===== src/design/amcr_pkg.sv =====
package amcr_pkg;

  // ------------------------------------------------------------
  // register offsets
  // ------------------------------------------------------------
  localparam logic [7:0] AMCR_OFS_GAIN     = 8'h54;
  localparam logic [7:0] AMCR_OFS_BQ_MARK  = 8'h5C;
  localparam logic [7:0] AMCR_OFS_DAC      = 8'h5D;
  localparam logic [7:0] AMCR_OFS_PIN_DIR  = 8'h60;
  localparam logic [7:0] AMCR_OFS_PIN_SRC  = 8'h61;
  localparam logic [7:0] AMCR_OFS_BYPASS   = 8'h66;
  localparam logic [7:0] AMCR_OFS_SILICON_ID_VALUE   = 8'h67;
  localparam logic [7:0] AMCR_OFS_PWR      = 8'h68;
  localparam logic [7:0] AMCR_OFS_MUTE     = 8'h69;
  localparam logic [7:0] AMCR_OFS_PHASE    = 8'h6A;

  // ------------------------------------------------------------
  // reset values
  // ------------------------------------------------------------
  localparam logic [7:0] AMCR_RST_GAIN     = 8'h00;
  localparam logic [7:0] AMCR_RST_BQ_MARK  = 8'h00;
  localparam logic [7:0] AMCR_RST_DAC      = 8'hF8;
  localparam logic [7:0] AMCR_RST_PIN_DIR  = 8'h00;
  localparam logic [7:0] AMCR_RST_PIN_SRC  = 8'h00;
  localparam logic [7:0] AMCR_RST_BYPASS   = 8'h00;
  localparam logic [7:0] AMCR_RST_PWR      = 8'h00;
  localparam logic [7:0] AMCR_RST_MUTE     = 8'h00;
  localparam logic [7:0] AMCR_RST_PHASE    = 8'h00;

  // writable bit masks (reserved bits read zero)
  localparam logic [7:0] AMCR_MSK_GAIN     = 8'h1F;
  localparam logic [7:0] AMCR_MSK_BQ_MARK  = 8'h01;
  localparam logic [7:0] AMCR_MSK_PIN_DIR  = 8'h01;
  localparam logic [7:0] AMCR_MSK_PIN_SRC  = 8'h1F;
  localparam logic [7:0] AMCR_MSK_BYPASS   = 8'h0F;
  localparam logic [7:0] AMCR_MSK_PHASE    = 8'h0F;

  // ------------------------------------------------------------
  // field positions
  // ------------------------------------------------------------
  localparam int AMCR_DAC_FREQ_BIT   = 7;
  localparam int AMCR_DAC_DITH_EN_HI = 6;
  localparam int AMCR_DAC_DITH_EN_LO = 5;
  localparam int AMCR_DAC_DITH_HI    = 4;
  localparam int AMCR_DAC_DITH_LO    = 2;
  localparam int AMCR_DAC_DEM_HI     = 1;
  localparam int AMCR_BYP_UNIQUE_BIT = 3;
  localparam int AMCR_BYP_FIR_BIT    = 2;
  localparam int AMCR_BYP_DRC_BIT    = 1;
  localparam int AMCR_BYP_EQ_BIT     = 0;
  localparam int AMCR_MUTE_R_BIT     = 1;
  localparam int AMCR_MUTE_L_BIT     = 0;

  // ------------------------------------------------------------
  // flag pin source codes
  // ------------------------------------------------------------
  localparam logic [4:0] AMCR_SRC_LOW     = 5'h00;
  localparam logic [4:0] AMCR_SRC_BOTH    = 5'h03;
  localparam logic [4:0] AMCR_SRC_LEFT    = 5'h04;
  localparam logic [4:0] AMCR_SRC_RIGHT   = 5'h05;
  localparam logic [4:0] AMCR_SRC_CLKBAD  = 5'h06;
  localparam logic [4:0] AMCR_SRC_FAULT   = 5'h0B;

  // arbitrary neutral silicon id value
  localparam logic [7:0] AMCR_SILICON_ID  = 8'h5A;

  // ------------------------------------------------------------
  // carriers
  // ------------------------------------------------------------
  typedef struct packed {
    logic       wr_en;
    logic       rd_en;
    logic [7:0] addr;
    logic [7:0] wdata;
  } amcr_req_t;

  typedef struct packed {
    logic [4:0] output_attenuation_code;
    logic       filter_coef_start_marker;
    logic       mod_freq_slow;
    logic       dither_main_en;
    logic       dither_second_en;
    logic [2:0] dither_level;
    logic [1:0] element_matching_select;
    logic       coef_unique;
    logic       fir_bypass;
    logic       drc_bypass;
    logic       eq_bypass;
    logic [3:0] pwm_phase;
  } amcr_ctrl_t;

  typedef struct packed {
    logic       left_silence_muted;
    logic       right_silence_muted;
    logic       clock_invalid;
    logic       fault_indication_n;
  } amcr_flags_t;

endpackage : amcr_pkg


===== src/design/amcr_regs.sv =====
`timescale 1ns/100ps
module amcr_regs
  import amcr_pkg::*;
(
  input  wire logic        sys_clk,
  input  wire logic        rst_n,
  input  amcr_req_t        req,
  output logic [7:0]       rdata,
  output logic             rvalid,
  input  wire logic [1:0]  power_state_code,
  input  wire logic        left_mute_in,
  input  wire logic        right_mute_in,
  input  wire logic        clock_invalid_in,
  input  wire logic        fault_in_n,
  output amcr_ctrl_t       ctrl,
  output logic             flag_pin_out,
  output logic             flag_pin_oe
);

  // ------------------------------------------------------------
  // storage
  // ------------------------------------------------------------
  logic [7:0] gain_reg;
  logic [7:0] bq_mark_reg;
  logic [7:0] dac_reg;
  logic [7:0] pin_dir_reg;
  logic [7:0] pin_src_reg;
  logic [7:0] bypass_reg;
  logic [7:0] phase_reg;
  logic [7:0] pwr_reg;
  logic [7:0] mute_reg;
  logic [7:0] rdata_next;

  // ------------------------------------------------------------
  // synchronised status inputs
  // ------------------------------------------------------------
  logic [3:0]  stat_async;
  logic [3:0]  stat_sync;
  logic [1:0]  pwr_sync;
  amcr_flags_t flags;

  assign stat_async = {left_mute_in, right_mute_in,
                       clock_invalid_in, fault_in_n};

  amcr_sync2 #(.W(4)) u_stat_sync (
    .sys_clk  (sys_clk),
    .rst_n    (rst_n),
    .async_in (stat_async),
    .sync_out (stat_sync)
  );

  amcr_sync2 #(.W(2)) u_pwr_sync (
    .sys_clk  (sys_clk),
    .rst_n    (rst_n),
    .async_in (power_state_code),
    .sync_out (pwr_sync)
  );

  assign flags = stat_sync;

  // ------------------------------------------------------------
  // address decode
  // ------------------------------------------------------------
  wire wr_gain    = req.wr_en && (req.addr == AMCR_OFS_GAIN);
  wire wr_bq_mark = req.wr_en && (req.addr == AMCR_OFS_BQ_MARK);
  wire wr_dac     = req.wr_en && (req.addr == AMCR_OFS_DAC);
  wire wr_pin_dir = req.wr_en && (req.addr == AMCR_OFS_PIN_DIR);
  wire wr_pin_src = req.wr_en && (req.addr == AMCR_OFS_PIN_SRC);
  wire wr_bypass  = req.wr_en && (req.addr == AMCR_OFS_BYPASS);
  wire wr_phase   = req.wr_en && (req.addr == AMCR_OFS_PHASE);

  // ------------------------------------------------------------
  // writable registers
  // ------------------------------------------------------------
  always_ff @(posedge sys_clk or negedge rst_n) begin
    if (!rst_n) begin
      gain_reg    <= AMCR_RST_GAIN;
      bq_mark_reg <= AMCR_RST_BQ_MARK;
      dac_reg     <= AMCR_RST_DAC;
      pin_dir_reg <= AMCR_RST_PIN_DIR;
      pin_src_reg <= AMCR_RST_PIN_SRC;
      bypass_reg  <= AMCR_RST_BYPASS;
      phase_reg   <= AMCR_RST_PHASE;
    end else begin
      if (wr_gain)    gain_reg    <= req.wdata & AMCR_MSK_GAIN;
      if (wr_bq_mark) bq_mark_reg <= req.wdata & AMCR_MSK_BQ_MARK;
      if (wr_dac)     dac_reg     <= req.wdata;
      if (wr_pin_dir) pin_dir_reg <= req.wdata & AMCR_MSK_PIN_DIR;
      if (wr_pin_src) pin_src_reg <= req.wdata & AMCR_MSK_PIN_SRC;
      if (wr_bypass)  bypass_reg  <= req.wdata & AMCR_MSK_BYPASS;
      if (wr_phase)   phase_reg   <= req.wdata & AMCR_MSK_PHASE;
    end
  end

  // ------------------------------------------------------------
  // status registers, hardware only
  // ------------------------------------------------------------
  always_ff @(posedge sys_clk or negedge rst_n) begin
    if (!rst_n) begin
      pwr_reg  <= AMCR_RST_PWR;
      mute_reg <= AMCR_RST_MUTE;
    end else begin
      pwr_reg  <= {6'h00, pwr_sync};
      mute_reg <= {6'h00, flags.right_silence_muted,
                   flags.left_silence_muted};
    end
  end

  // ------------------------------------------------------------
  // control outputs
  // ------------------------------------------------------------
  assign ctrl.output_attenuation_code  = gain_reg[4:0];
  assign ctrl.filter_coef_start_marker = bq_mark_reg[0];
  assign ctrl.mod_freq_slow    = dac_reg[AMCR_DAC_FREQ_BIT];
  assign ctrl.dither_main_en   = dac_reg[AMCR_DAC_DITH_EN_LO];
  assign ctrl.dither_second_en = dac_reg[AMCR_DAC_DITH_EN_HI];
  assign ctrl.dither_level     =
    dac_reg[AMCR_DAC_DITH_HI:AMCR_DAC_DITH_LO];
  assign ctrl.element_matching_select = dac_reg[AMCR_DAC_DEM_HI:0];
  assign ctrl.coef_unique = bypass_reg[AMCR_BYP_UNIQUE_BIT];
  assign ctrl.fir_bypass  = bypass_reg[AMCR_BYP_FIR_BIT];
  assign ctrl.drc_bypass  = bypass_reg[AMCR_BYP_DRC_BIT];
  assign ctrl.eq_bypass   = bypass_reg[AMCR_BYP_EQ_BIT];
  assign ctrl.pwm_phase   = phase_reg[3:0];

  // ------------------------------------------------------------
  // flag pin
  // ------------------------------------------------------------
  amcr_pin_mux u_pin_mux (
    .sys_clk    (sys_clk),
    .rst_n      (rst_n),
    .src_code   (pin_src_reg[4:0]),
    .pin_oe_bit (pin_dir_reg[0]),
    .flags      (flags),
    .pin_out    (flag_pin_out),
    .pin_oe     (flag_pin_oe)
  );

  // ------------------------------------------------------------
  // read path
  // ------------------------------------------------------------
  always_comb begin
    case (req.addr)
      AMCR_OFS_GAIN:    rdata_next = gain_reg;
      AMCR_OFS_BQ_MARK: rdata_next = bq_mark_reg;
      AMCR_OFS_DAC:     rdata_next = dac_reg;
      AMCR_OFS_PIN_DIR: rdata_next = pin_dir_reg;
      AMCR_OFS_PIN_SRC: rdata_next = pin_src_reg;
      AMCR_OFS_BYPASS:  rdata_next = bypass_reg;
      AMCR_OFS_SILICON_ID_VALUE:  rdata_next = AMCR_SILICON_ID;
      AMCR_OFS_PWR:     rdata_next = pwr_reg;
      AMCR_OFS_MUTE:    rdata_next = mute_reg;
      AMCR_OFS_PHASE:   rdata_next = phase_reg;
      default:          rdata_next = 8'h00;
    endcase
  end

  always_ff @(posedge sys_clk or negedge rst_n) begin
    if (!rst_n) begin
      rdata  <= 8'h00;
      rvalid <= 1'b0;
    end else begin
      rvalid <= req.rd_en;
      if (req.rd_en) rdata <= rdata_next;
    end
  end

endmodule : amcr_regs


===== src/design/amcr_sync2.sv =====
`timescale 1ns/100ps
module amcr_sync2 #(
  parameter int W = 4
) (
  input  wire logic         sys_clk,
  input  wire logic         rst_n,
  input  wire logic [W-1:0] async_in,
  output logic      [W-1:0] sync_out
);
  logic [W-1:0] stage1_reg;

  always_ff @(posedge sys_clk or negedge rst_n) begin
    if (!rst_n) begin
      stage1_reg <= '0;
      sync_out   <= '0;
    end else begin
      stage1_reg <= async_in;
      sync_out   <= stage1_reg;
    end
  end
endmodule : amcr_sync2


===== src/design/amcr_pin_mux.sv =====
`timescale 1ns/100ps
module amcr_pin_mux
  import amcr_pkg::*;
(
  input  wire logic        sys_clk,
  input  wire logic        rst_n,
  input  wire logic [4:0]  src_code,
  input  wire logic        pin_oe_bit,
  input  amcr_flags_t      flags,
  output logic             pin_out,
  output logic             pin_oe
);
  logic sel_level;

  // ------------------------------------------------------------
  // source selection
  // ------------------------------------------------------------
  always_comb begin
    case (src_code)
      AMCR_SRC_LOW:    sel_level = 1'b0;
      AMCR_SRC_BOTH:   sel_level = flags.left_silence_muted &
                                   flags.right_silence_muted;
      AMCR_SRC_LEFT:   sel_level = flags.left_silence_muted;
      AMCR_SRC_RIGHT:  sel_level = flags.right_silence_muted;
      AMCR_SRC_CLKBAD: sel_level = flags.clock_invalid;
      AMCR_SRC_FAULT:  sel_level = flags.fault_indication_n;
      default:         sel_level = 1'b0;  // reserved codes drive low
    endcase
  end

  always_ff @(posedge sys_clk or negedge rst_n) begin
    if (!rst_n) begin
      pin_out <= 1'b0;
      pin_oe  <= 1'b0;
    end else begin
      pin_out <= sel_level;
      pin_oe  <= pin_oe_bit;
    end
  end
endmodule : amcr_pin_mux


===== config.mk =====
export PLATFORM = sky130hd
export DESIGN_NAME = amcr_regs
export DESIGN_NICKNAME = d
export VERILOG_FILES = /design/src/design/amcr_pkg.sv /design/src/design/amcr_regs.sv /design/src/design/amcr_sync2.sv /design/src/design/amcr_pin_mux.sv
export SDC_FILE = /design/constraint.sdc
export NUM_CORES = 1
export LEC_CHECK = 0
export ABC_CLOCK_PERIOD_IN_PS = 1490
export BUFFER_PORTS_ARGS = -buffer_cell sky130_fd_sc_hd__buf_2
export CAP_MARGIN = 20
export CORE_ASPECT_RATIO = 1.1
export CORE_MARGIN = 2
export CORE_UTILIZATION = 45
export DETAILED_ROUTE_END_ITERATION = 8
export HOLD_SLACK_MARGIN = 0.06
export PLACE_DENSITY = 0.69
export SLEW_MARGIN = 20
export SYNTH_ARGS = -nofsm -noshare
export SYNTH_HDL_FRONTEND = slang
export SYNTH_HIERARCHICAL = 1
export SYNTH_SLANG_ARGS = --single-unit

===== constraint.sdc =====
create_clock -name sys_clk -period 1.49 [get_ports sys_clk]
set_clock_uncertainty 0.05 [all_clocks]
set_input_delay 0.0745 -clock sys_clk [delete_from_list [all_inputs] [get_ports sys_clk]]
set_output_delay 0.0745 -clock sys_clk [all_outputs]
set_load 0.01 [all_outputs]

==> run_results.csv, run 1 <==
group,metric,value,unit
run_status,status,"completed",
logic_synthesis,async_reset_ff_share,100,%
logic_synthesis,yosysSeqAreaShare,56.7,%
global_route,grt_pass1_wl,8940,um
timing,setup_viol,0,
critical_path,crit_required,1630,ps
cts,root_buffer,"clkbuf_8",
detailed_routing,dr.pass1.iters,4,
timing,min_period_over_period,89.5,%
floorplanning,die_w,74.2,um
critical_path,cp_slowest_cell,"dfrtp_1",
logic_synthesis,synth_warnings,6,
detailed_routing,postRouteAntennaNets,0,
detailed_routing,first_iter_violations,74,
cells_and_area,design_area,3290,um2
cells_and_area,nFillCells,431,
floorplanning,die_h,81.2,um
detailed_routing,viasPerCell,5.22,
place,placed_cell_area,3010,um2
place,pre_cts_slack,-118,ps
hold_path,min_path_type,"in -> reg",
cells_and_area,post-route-util,62.3,%
place,place.gp.congestion,0.859,
hold_path,hold_depth,3,
global_route,grt_usage,20.1,%
timing,grt_setup_unrepaired,"no",
floorplanning,ioPinCount,59,
place,numPortBuffers,58,
power_and_ir_drop,peakVddDrop,864,uV
cts,clock-sinks,55,
power_and_ir_drop,swShare,22.7,%
hold_path,min-delay-start,"req[17]",
logic_synthesis,mappedNetlistArea,2440,um2
power_and_ir_drop,intPower,2.26,mW
timing,period_needed,1330,ps
logic_synthesis,synth_ff_type,"dfrtp_1",
cells_and_area,final_common_cell,"buf_2",
power_and_ir_drop,p_seq_share,54.7,%
global_route,grt_max_degree,35,
logic_synthesis,yosysTopAreaCellShare,51.3,%
critical_path,crit_path_end_kind,"flip-flop",
critical_path,start_kind,"flip-flop",
global_route,grt_pass1_vias,1782,
cts,h-tree-depth,2,
floorplanning,row_count,28,
place,dpl.hpwl,4140,um
detailed_routing,vias,1895,
timing,tightestPinTransition,534,ps
cts,cts_made_buffers,5,
floorplanning,initial_utilization,46.1,%
cells_and_area,drive_gt1_share,38.9,%
cells_and_area,areaGrowthSynthToFinish,35.0,%
critical_path,critPathMaxFanout,1,
critical_path,reg2reg_depth,5,
timing,hold_violations,0,
global_route,grt_overflow,0,
logic_synthesis,synth_seq_cells,55,
cells_and_area,nets,313,
power_and_ir_drop,p_comb_share,10.9,%
critical_path,r2r-end,"rdata[1]",
critical_path,worstPathCellList,"mux2_1 -> nand2_1 -> a311oi_1 -> a211oi_1 -> o22ai_1",
floorplanning,fp.coreArea,5290,um2
detailed_routing,drc_errors,0,
detailed_routing,wl_per_cell,15.7,um
power_and_ir_drop,p_switching,0.663,mW
cells_and_area,layout_common_cells,"buf_2, dfrtp_1, mux2_1",
run,drv_cap,0,
cts,postCtsSetupBuffers,0,
critical_path,path_class,"reg -> reg",
timing,relSlewSlack,64.4,%
detailed_routing,wl,5690,um
logic_synthesis,yosysUniqueCellTypes,53,
timing,drv_slew,0,
logic_synthesis,synth_edf_count,0,
logic_synthesis,synth_top_cell_by_area,"dfrtp_1",
logic_synthesis,synth_area_leaders,"dfrtp_1, mux2_1, dfstp_2, nand2_1, inv_1",
cts,cts_buffer_depth,2,
timing,max_freq,0.750,GHz
cts,clk_latency,300,ps
critical_path,cp.arrival,1470,ps
power_and_ir_drop,total_power,2.92,mW
timing,setup_ws,156,ps
hold_path,holdPathEnd,"bq_mark_reg[0]",
cells_and_area,diodes,0,
power_and_ir_drop,p_leak,1.59,nW
logic_synthesis,synth_fp_nets,213,
critical_path,slowest_delay,370,ps
critical_path,rrSetupSlack,160,ps
critical_path,timing.rr.start,"mute_reg[1]",
power_and_ir_drop,pwr-share-clk,34.4,%
floorplanning,fp.dieArea,6030,um2
logic_synthesis,avgSynthCellArea,13.0,um2
cts,cts_tree,"done",
power_and_ir_drop,power.density,888,nW/um2
global_route,grt_antenna_before_repair,0,
cts,cts.reportedPaths.clkPinSlew,90,ps
logic_synthesis,netlist_instances,187,
final cells by class:
type	count	area [um2]	share of cell area, %
well taps	75	93.8	2.85
multi-input cells	115	986	29.9
inverters	12	45.0	1.37
clock buffers	6	82.6	2.51
flip-flops and latches	55	1380	42.0
clock inverters	2	35.0	1.06
repair buffers	98	668	20.3
what timing repair did:
item                       4_1_cts  5_1_grt
setup endpoints to repair        0        1
hold endpoints to repair        57        0
resized for setup                0        1
hold buffers                    16        0
cell families (layout without fill, tap and decap cells):
kind of cell           count (synthesis)  in the layout  share of synthesized area (%)
DFF                                   55             55                           56.7
AOI/OAI and AO/OA                     31             31                           10.9
and+or+nand+nor                       54             54                           15.5
buffers and inverters                 17            118                           3.18
muxes                                 30             30                           13.8
how the worst max path moves through the flow:
stage / end / start / slack [ps] / cells past startpoint
2_1_floorplan: rdata[1] / req[11] / 20 / 7
3_3_place_gp: rdata[4] / req[9] / -130 / 7
3_5_place_dp: rdata[7] / req[11] / -120 / 7
4_1_cts: rdata[0] / pin_dir_reg[0] / 110 / 6
5_1_grt: rdata[0] / pin_dir_reg[0] / 80 / 6
6_report: rdata[1] / mute_reg[1] / 160 / 5
critical path, delay by kind of cell, from the launching register on:
family          cells  cell delay, ps
flops               1             370
mux                 1             290
compound gates      3             450
simple gates        1              70
stage by stage:
stage / TNS (ps) / instances / hold slack, ps
after floorplan: 0 / 187 / -271
after global placement: -1310 / 339 / 16.6
after detailed placement: -1610 / 339 / 23.3
after CTS: 0 / 363 / 144
after global routing: 0 / 363 / 177
final: 0 / 363 / 154
routing by layer:
layer | global-route usage (%) | vias to the layer above | part of all wire [%]
met3 | 3.97 | 19 | 5.9
met5 | 0 | - | 0
met1 | 27.6 | 919 | 45
met4 | 9.45 | 0 | 3.3
li1 | - | 893 | -
met2 | 30.6 | 64 | 46
power by group through the flow:
stage	Combinational, mW	Clock [mW]	Sequential [mW]
6_report	0.319	1.01	1.60
5_1_grt	0.350	1.09	1.61
4_1_cts	0.320	1.04	1.60
3_5_place_dp	0.287	0	1.63
3_3_place_gp	0.283	0	1.63
2_1_floorplan	0.0987	0	1.63
synth_stat cells, drive strengths merged, types with 2 or more instances:
cell type and number:
inv 12, nand4bb 2, mux2 29, nand2b 6, or3 2, a21oi 4, a311oi 2, nand3b 2
dfrtp 50, dfstp 5, a32o 2, buf 4, nand3 4, nor4 4, o22ai 7, a222oi 2
and2 4, and3b 2, nand2 15, o211ai 2, nor3 5, a211oi 2, o21a 2, a221o 2
(Power assumes the default switching activity.)
==> run 2, diff against run 1 <==
--- a/config.mk
+++ b/config.mk
@@ -5,7 +5,7 @@
 export SDC_FILE = /design/constraint.sdc
 export NUM_CORES = 1
 export LEC_CHECK = 0
-export ABC_CLOCK_PERIOD_IN_PS = 1490
+export ABC_CLOCK_PERIOD_IN_PS = 1700
 export BUFFER_PORTS_ARGS = -buffer_cell sky130_fd_sc_hd__buf_2
 export CAP_MARGIN = 20
 export CORE_ASPECT_RATIO = 1.1
==> constraint.sdc (replaced) <==
create_clock -name sys_clk -period 1.7 [get_ports sys_clk]
set_clock_uncertainty 0.05 [all_clocks]
set_input_delay 0.085 -clock sys_clk [delete_from_list [all_inputs] [get_ports sys_clk]]
set_output_delay 0.085 -clock sys_clk [all_outputs]
set_load 0.01 [all_outputs]
==> run 2 against run 1 <==
  * Sequential share of layout area rose by 1.8 points
  * Worst hold slack lost 83 ps
  * Routed wire length grew 0.69%
  * Cell count is 3.0% lower
  * Total power down 19%
  * Count of clock-buffer cells in the layout stayed put
  * Via count decreased by 2.6%
  * Clock power down 29%
  * Critical path depth unchanged
  * Non-clock buffer count is 10 lower
  * First-iteration DRC count is 130% higher
  * Combinational power decreased by 18%
  * Critical endpoint is now gain_reg[2]
  * Highest routed layer unchanged
==> run_results.csv, run 2 (synthesis gave the netlist of run 1 again) <==
group,metric,value,unit
floorplanning,die_w,74.2,um
detailed_routing,vias,1845,
timing,tightestPinTransition,434,ps
critical_path,rrSetupSlack,360,ps
power_and_ir_drop,pwr-share-clk,30.0,%
hold_path,holdPathEnd,"dac_reg[0]",
critical_path,path_delay_family,"simple AND/OR/NAND/NOR gates",
detailed_routing,dr.pass1.iters,4,
power_and_ir_drop,power.density,753,nW/um2
place,pre_cts_slack,43.5,ps
floorplanning,fp.coreArea,5290,um2
critical_path,slowest_delay,440,ps
power_and_ir_drop,p_comb_share,11.0,%
cells_and_area,drive_gt1_share,36.5,%
cells_and_area,diodes,0,
place,dpl.hpwl,4200,um
cts,clk_latency,300,ps
place,place.gp.congestion,0.911,
timing,max_freq,0.737,GHz
critical_path,worstPathCellList,"buf_2 -> nand4bb_4 -> nor4_4 -> nand2_2 -> mux2_1",
timing,fin_tns_setup,0,ps
detailed_routing,viasPerCell,5.24,
timing,min_period_over_period,79.9,%
cts,clock-sinks,55,
global_route,grt_overflow,0,
cells_and_area,nFillCells,451,
cts,cts_resized,0,
detailed_routing,first_iter_violations,169,
critical_path,crit_required,1840,ps
critical_path,critPathMaxFanout,6,
critical_path,timing.rr.start,"mute_reg[1]",
timing,setup_viol,0,
timing,period_needed,1360,ps
place,placed_cell_area,2920,um2
critical_path,cp_slowest_cell,"nor4_4",
power_and_ir_drop,p_leak,1.52,nW
critical_path,crit_path_end_kind,"flip-flop",
floorplanning,initial_utilization,46.1,%
timing,whs,71.2,ps
floorplanning,fp.dieArea,6030,um2
hold_path,min_path_type,"in -> reg",
global_route,grt_usage,20.9,%
critical_path,reg2reg_depth,5,
cells_and_area,nets,303,
cells_and_area,areaGrowthSynthToFinish,29.3,%
global_route,grt_max_degree,39,
floorplanning,ioPinCount,59,
cells_and_area,layout_common_cells,"buf_2, dfrtp_1, mux2_1",
cts,h-tree-depth,2,
power_and_ir_drop,peakVddDrop,565,uV
power_and_ir_drop,intPower,1.81,mW
floorplanning,row_count,28,
critical_path,path_class,"in -> reg",
global_route,grt_antenna_before_repair,0,
cts,cts_made_buffers,5,
detailed_routing,drc_errors,0,
critical_path,start_kind,"primary input",
cells_and_area,register_area,1380,um2
run,drv_cap,0,
critical_path,r2r-end,"rdata[1]",
cts,root_buffer,"clkbuf_8",
power_and_ir_drop,p_seq_share,59.0,%
place,numPortBuffers,58,
timing,grt_setup_unrepaired,"no",
detailed_routing,postRouteAntennaNets,0,
hold_path,hold_depth,2,
cts,cts.reportedPaths.clkPinSlew,90,ps
floorplanning,die_h,81.2,um
cts,cts_tree,"done",
cts,cts_buffer_depth,2,
cells_and_area,final_common_cell,"buf_2",
power_and_ir_drop,p_switching,0.566,mW
global_route,grt_pass1_wl,9340,um
detailed_routing,wl,5730,um
cells_and_area,multi_input_area,980,um2
critical_path,cp.arrival,1500,ps
detailed_routing,wl_per_cell,16.3,um
timing,drv_slew,0,
cells_and_area,design_area,3150,um2
timing,hold_violations,0,
power_and_ir_drop,swShare,23.8,%
timing,setup_ws,342,ps
global_route,grt_pass1_vias,1835,
critical_path,critPathBufInv,1,
timing,relSlewSlack,70.8,%
run_status,status,"completed",
hold_path,min-delay-start,"req[0]",
[run 2: worst max path at each step]
stage / start / endpoint / slack, ps / cells past startpoint
after CTS: req[11] / gain_reg[2] / 340 / 5
after global routing: req[12] / rdata[2] / 240 / 8
after global placement: req[9] / bypass_reg[3] / 50 / 6
final: req[11] / gain_reg[2] / 340 / 5
after detailed placement: req[11] / gain_reg[2] / 40 / 5
after floorplan: req[11] / rdata[1] / 220 / 7
[run 2: cell type report]
class	count	area share, %
inverter	12	1.43
clock inverter	1	0.159
clock buffer	6	2.62
timing repair buffer	88	17.9
multi-input combinational	115	31.1
sequential	55	43.8
tap	75	2.98
[run 2: power by group through the flow]
stage / Clock [mW] / Sequential, mW / Combinational [mW]
CTS: 0.735 / 1.40 / 0.263
floorplan: 0 / 1.43 / 0.0866
finish: 0.714 / 1.40 / 0.261
detailed placement: 0 / 1.43 / 0.236
global route: 0.781 / 1.41 / 0.288
global placement: 0 / 1.43 / 0.232
[run 2: timing repair]
item / in CTS / in global routing
buffers inserted: 0 / 0
hold buffers: 15 / 0
endpoints found under the hold margin: 83 / 0
setup endpoints to repair: 0 / 0
[run 2: layer usage]
| metal | GRT usage [%] | part of all wire [%] |
|---|---|---|
| met3 | 3.35 | 4.8 |
| met1 | 28.9 | 44 |
| met2 | 32.8 | 48 |
| met5 | 0 | 0 |
| met4 | 8.36 | 2.8 |
[run 2: worst register-to-register path, stage by stage, from the launching register on]
cell and delay, ps:
dfrtp_1 380, mux2_1 300, nand2_1 70, a311oi_1 120, a211oi_1 220, o22ai_1 90
[run 2: stage by stage]
stage	instances	power [mW]	util [%]
after floorplan	187	1.52	-
after global placement	330	1.66	55.1
after detailed placement	330	1.66	55.1
after CTS	352	2.40	59.6
after global routing	352	2.48	59.6
final	352	2.38	59.6
==> run 3, diff against run 2 <==
--- a/config.mk
+++ b/config.mk
@@ -5,7 +5,7 @@
 export SDC_FILE = /design/constraint.sdc
 export NUM_CORES = 1
 export LEC_CHECK = 0
-export ABC_CLOCK_PERIOD_IN_PS = 1700
+export ABC_CLOCK_PERIOD_IN_PS = 1300
 export BUFFER_PORTS_ARGS = -buffer_cell sky130_fd_sc_hd__buf_2
 export CAP_MARGIN = 20
 export CORE_ASPECT_RATIO = 1.1
==> constraint.sdc (replaced) <==
create_clock -name sys_clk -period 1.3 [get_ports sys_clk]
set_clock_uncertainty 0.05 [all_clocks]
set_input_delay 0.065 -clock sys_clk [delete_from_list [all_inputs] [get_ports sys_clk]]
set_output_delay 0.065 -clock sys_clk [all_outputs]
set_load 0.01 [all_outputs]
==> run 3 against run 2 <==
  * Count of clock-buffer cells in the layout unchanged
  * Via count increased by 1.5%
  * Routed wire length decreased by 4.7%
  * Register-to-register slack got worse by 350 ps
  * Cell count increased by 4.3%
  * Worst hold slack improved by 12 ps
  * First-iteration DRC count decreased by 8.9%
  * Sequential cell count unchanged
  * Total power increased by 30%
  * Combinational power increased by 48%
  * Worst setup slack got worse by 330 ps
  * Sequential power increased by 31%
  * Critical endpoint is now rdata[1]
  * Largest cell class unchanged
==> run_results.csv, run 3 (synthesis gave the netlist of run 1 again) <==
group,metric,value,unit
power_and_ir_drop,p_seq_share,59.1,%
floorplanning,fp.dieArea,6030,um2
critical_path,critPathMaxFanout,1,
floorplanning,row_count,28,
cells_and_area,diodes,0,
critical_path,slowest_delay,370,ps
detailed_routing,dr.pass1.iters,5,
critical_path,worstPathCellList,"mux2_4 -> nand2_2 -> a311oi_2 -> a211oi_2 -> o22ai_1",
detailed_routing,wl_per_cell,14.9,um
timing,period_needed,1290,ps
floorplanning,fp.coreArea,5290,um2
cts,h-tree-depth,2,
cells_and_area,final_common_cell,"buf_2",
cells_and_area,drive_gt1_share,43.5,%
place,numPortBuffers,58,
detailed_routing,first_iter_violations,154,
power_and_ir_drop,power.density,925,nW/um2
timing,setup_viol,0,
hold_path,min_path_type,"in -> reg",
critical_path,path_delay_family,"compound AO/OA/AOI/OAI gates",
cts,cts_made_buffers,5,
critical_path,crit_path_end_kind,"flip-flop",
power_and_ir_drop,p_leak,1.62,nW
run,drv_cap,0,
cts,cts.reportedPaths.clkPinSlew,90,ps
cells_and_area,layout_common_cells,"buf_2, dfrtp_1, buf_4",
power_and_ir_drop,p_comb_share,12.5,%
power_and_ir_drop,p_switching,0.744,mW
cts,clock-sinks,55,
timing,tightestPinTransition,339,ps
cts,cts_tree,"done",
detailed_routing,vias,1872,
global_route,grt_overflow,0,
critical_path,start_kind,"flip-flop",
run_status,status,"completed",
global_route,grt_pass1_wl,8780,um
timing,relSlewSlack,77.3,%
power_and_ir_drop,pwr-share-clk,28.4,%
detailed_routing,drc_errors,0,
cells_and_area,nFillCells,414,
place,place.gp.congestion,0.835,
power_and_ir_drop,swShare,24.0,%
timing,min_period_over_period,99.3,%
global_route,grt_usage,19.3,%
critical_path,cp_slowest_cell,"dfrtp_1",
critical_path,critPathBufInv,0,
timing,grt_setup_unrepaired,"yes",
floorplanning,die_w,74.2,um
timing,drv_slew,0,
cts,clk_latency,290,ps
detailed_routing,wl,5460,um
critical_path,cp.arrival,1420,ps
timing,whs,82.8,ps
detailed_routing,viasPerCell,5.10,
cells_and_area,areaGrowthSynthToFinish,37.3,%
global_route,grt_pass1_vias,1840,
floorplanning,die_h,81.2,um
cts,cts_buffer_depth,2,
cts,root_buffer,"clkbuf_8",
timing,max_freq,0.774,GHz
critical_path,crit_required,1420,ps
power_and_ir_drop,peakVddDrop,736,uV
power_and_ir_drop,intPower,2.36,mW
cells_and_area,nets,317,
timing,hold_violations,0,
global_route,grt_max_degree,56,
floorplanning,initial_utilization,46.1,%
detailed_routing,postRouteAntennaNets,0,
place,dpl.hpwl,4030,um
floorplanning,ioPinCount,59,
global_route,grt_antenna_before_repair,0,
timing,fin_tns_setup,0,ps
cells_and_area,post-route-util,63.3,%
critical_path,path_class,"reg -> reg",
==> run 3: cell types whose count changed in the layout (fill, tap and decap cells not counted), sizes merged <==
| cell | before | now |
|---|---|---|
| clkinvlp | 0 | 1 |
| buf | 73 | 87 |
==> run 3: path summary, 6_finish.rpt <==
| check | startpoint | end | slack [ps] | cells past startpoint |
|---|---|---|---|---|
| setup / recovery | pwr_reg[1] | rdata[1] | 9 | 5 |
| hold / removal | req[0] | bypass_reg[0] | 80 | 2 |
| setup reg to reg | pwr_reg[1] | rdata[1] | 9 | 5 |
| hold reg to reg | u_stat_sync/stage1_reg[2] | u_stat_sync/sync_out[2] | 300 | 0 |
| max in group asynchronous | rst_n | dac_reg[4] | 670 | 3 |
| min in group asynchronous | rst_n | rdata[6] | 250 | 3 |
==> run 3: per-layer routing <==
layer,vias to the layer above,global-route usage (%),wire length (um)
met1,912,26.2,2420
met3,10,3.60,287
met4,0,5.45,81
li1,894,-,-
met5,-,0,0
met2,56,31.6,2670
==> run 3: repair_timing <==
item                                    in CTS  in global routing
setup buffers                                0                  1
hold buffers                                15                  0
gates resized for setup                      5                  5
endpoints found under the setup margin       2                  8
pin swaps                                    6                  7
cloned                                       0                  0
hold endpoints to repair                    83                  0
==> run 3: stage by stage <==
stage | worst slack, ps | cell area, um2 | power [mW] | cells
floorplan | -52.4 | 2480 | 1.99 | 187
global placement | -254 | 3060 | 2.20 | 343
detailed placement | -312 | 3060 | 2.21 | 343
CTS | 3.39 | 3320 | 3.13 | 366
global route | -45.5 | 3350 | 3.28 | 367
finish | 8.75 | 3350 | 3.10 | 367
==> run 3: power by group through the flow <==
stage,logic (mW),registers [mW],clock network [mW]
3_3_place_gp,0.341,1.86,0
6_report,0.387,1.83,0.881
3_5_place_dp,0.346,1.86,0
4_1_cts,0.386,1.83,0.918
2_1_floorplan,0.121,1.87,0
5_1_grt,0.423,1.84,1.02
==> run 3: cell type report <==
type | instances | area, um2 | area share [%]
clock buffer | 6 | 72.6 | 2.17
clock inverter | 2 | 12.5 | 0.373
inverter | 12 | 45.0 | 1.34
multi-input combinational | 115 | 1060 | 31.7
sequential | 55 | 1380 | 41.3
tap | 75 | 93.8 | 2.80
timing repair buffer | 102 | 683 | 20.4
==> run 3: worst register-to-register path: stages, from the launching register on <==
cell      delay (ps)
dfrtp_1          370
mux2_4           270
nand2_2           60
a311oi_2         100
a211oi_2         220
o22ai_1           90
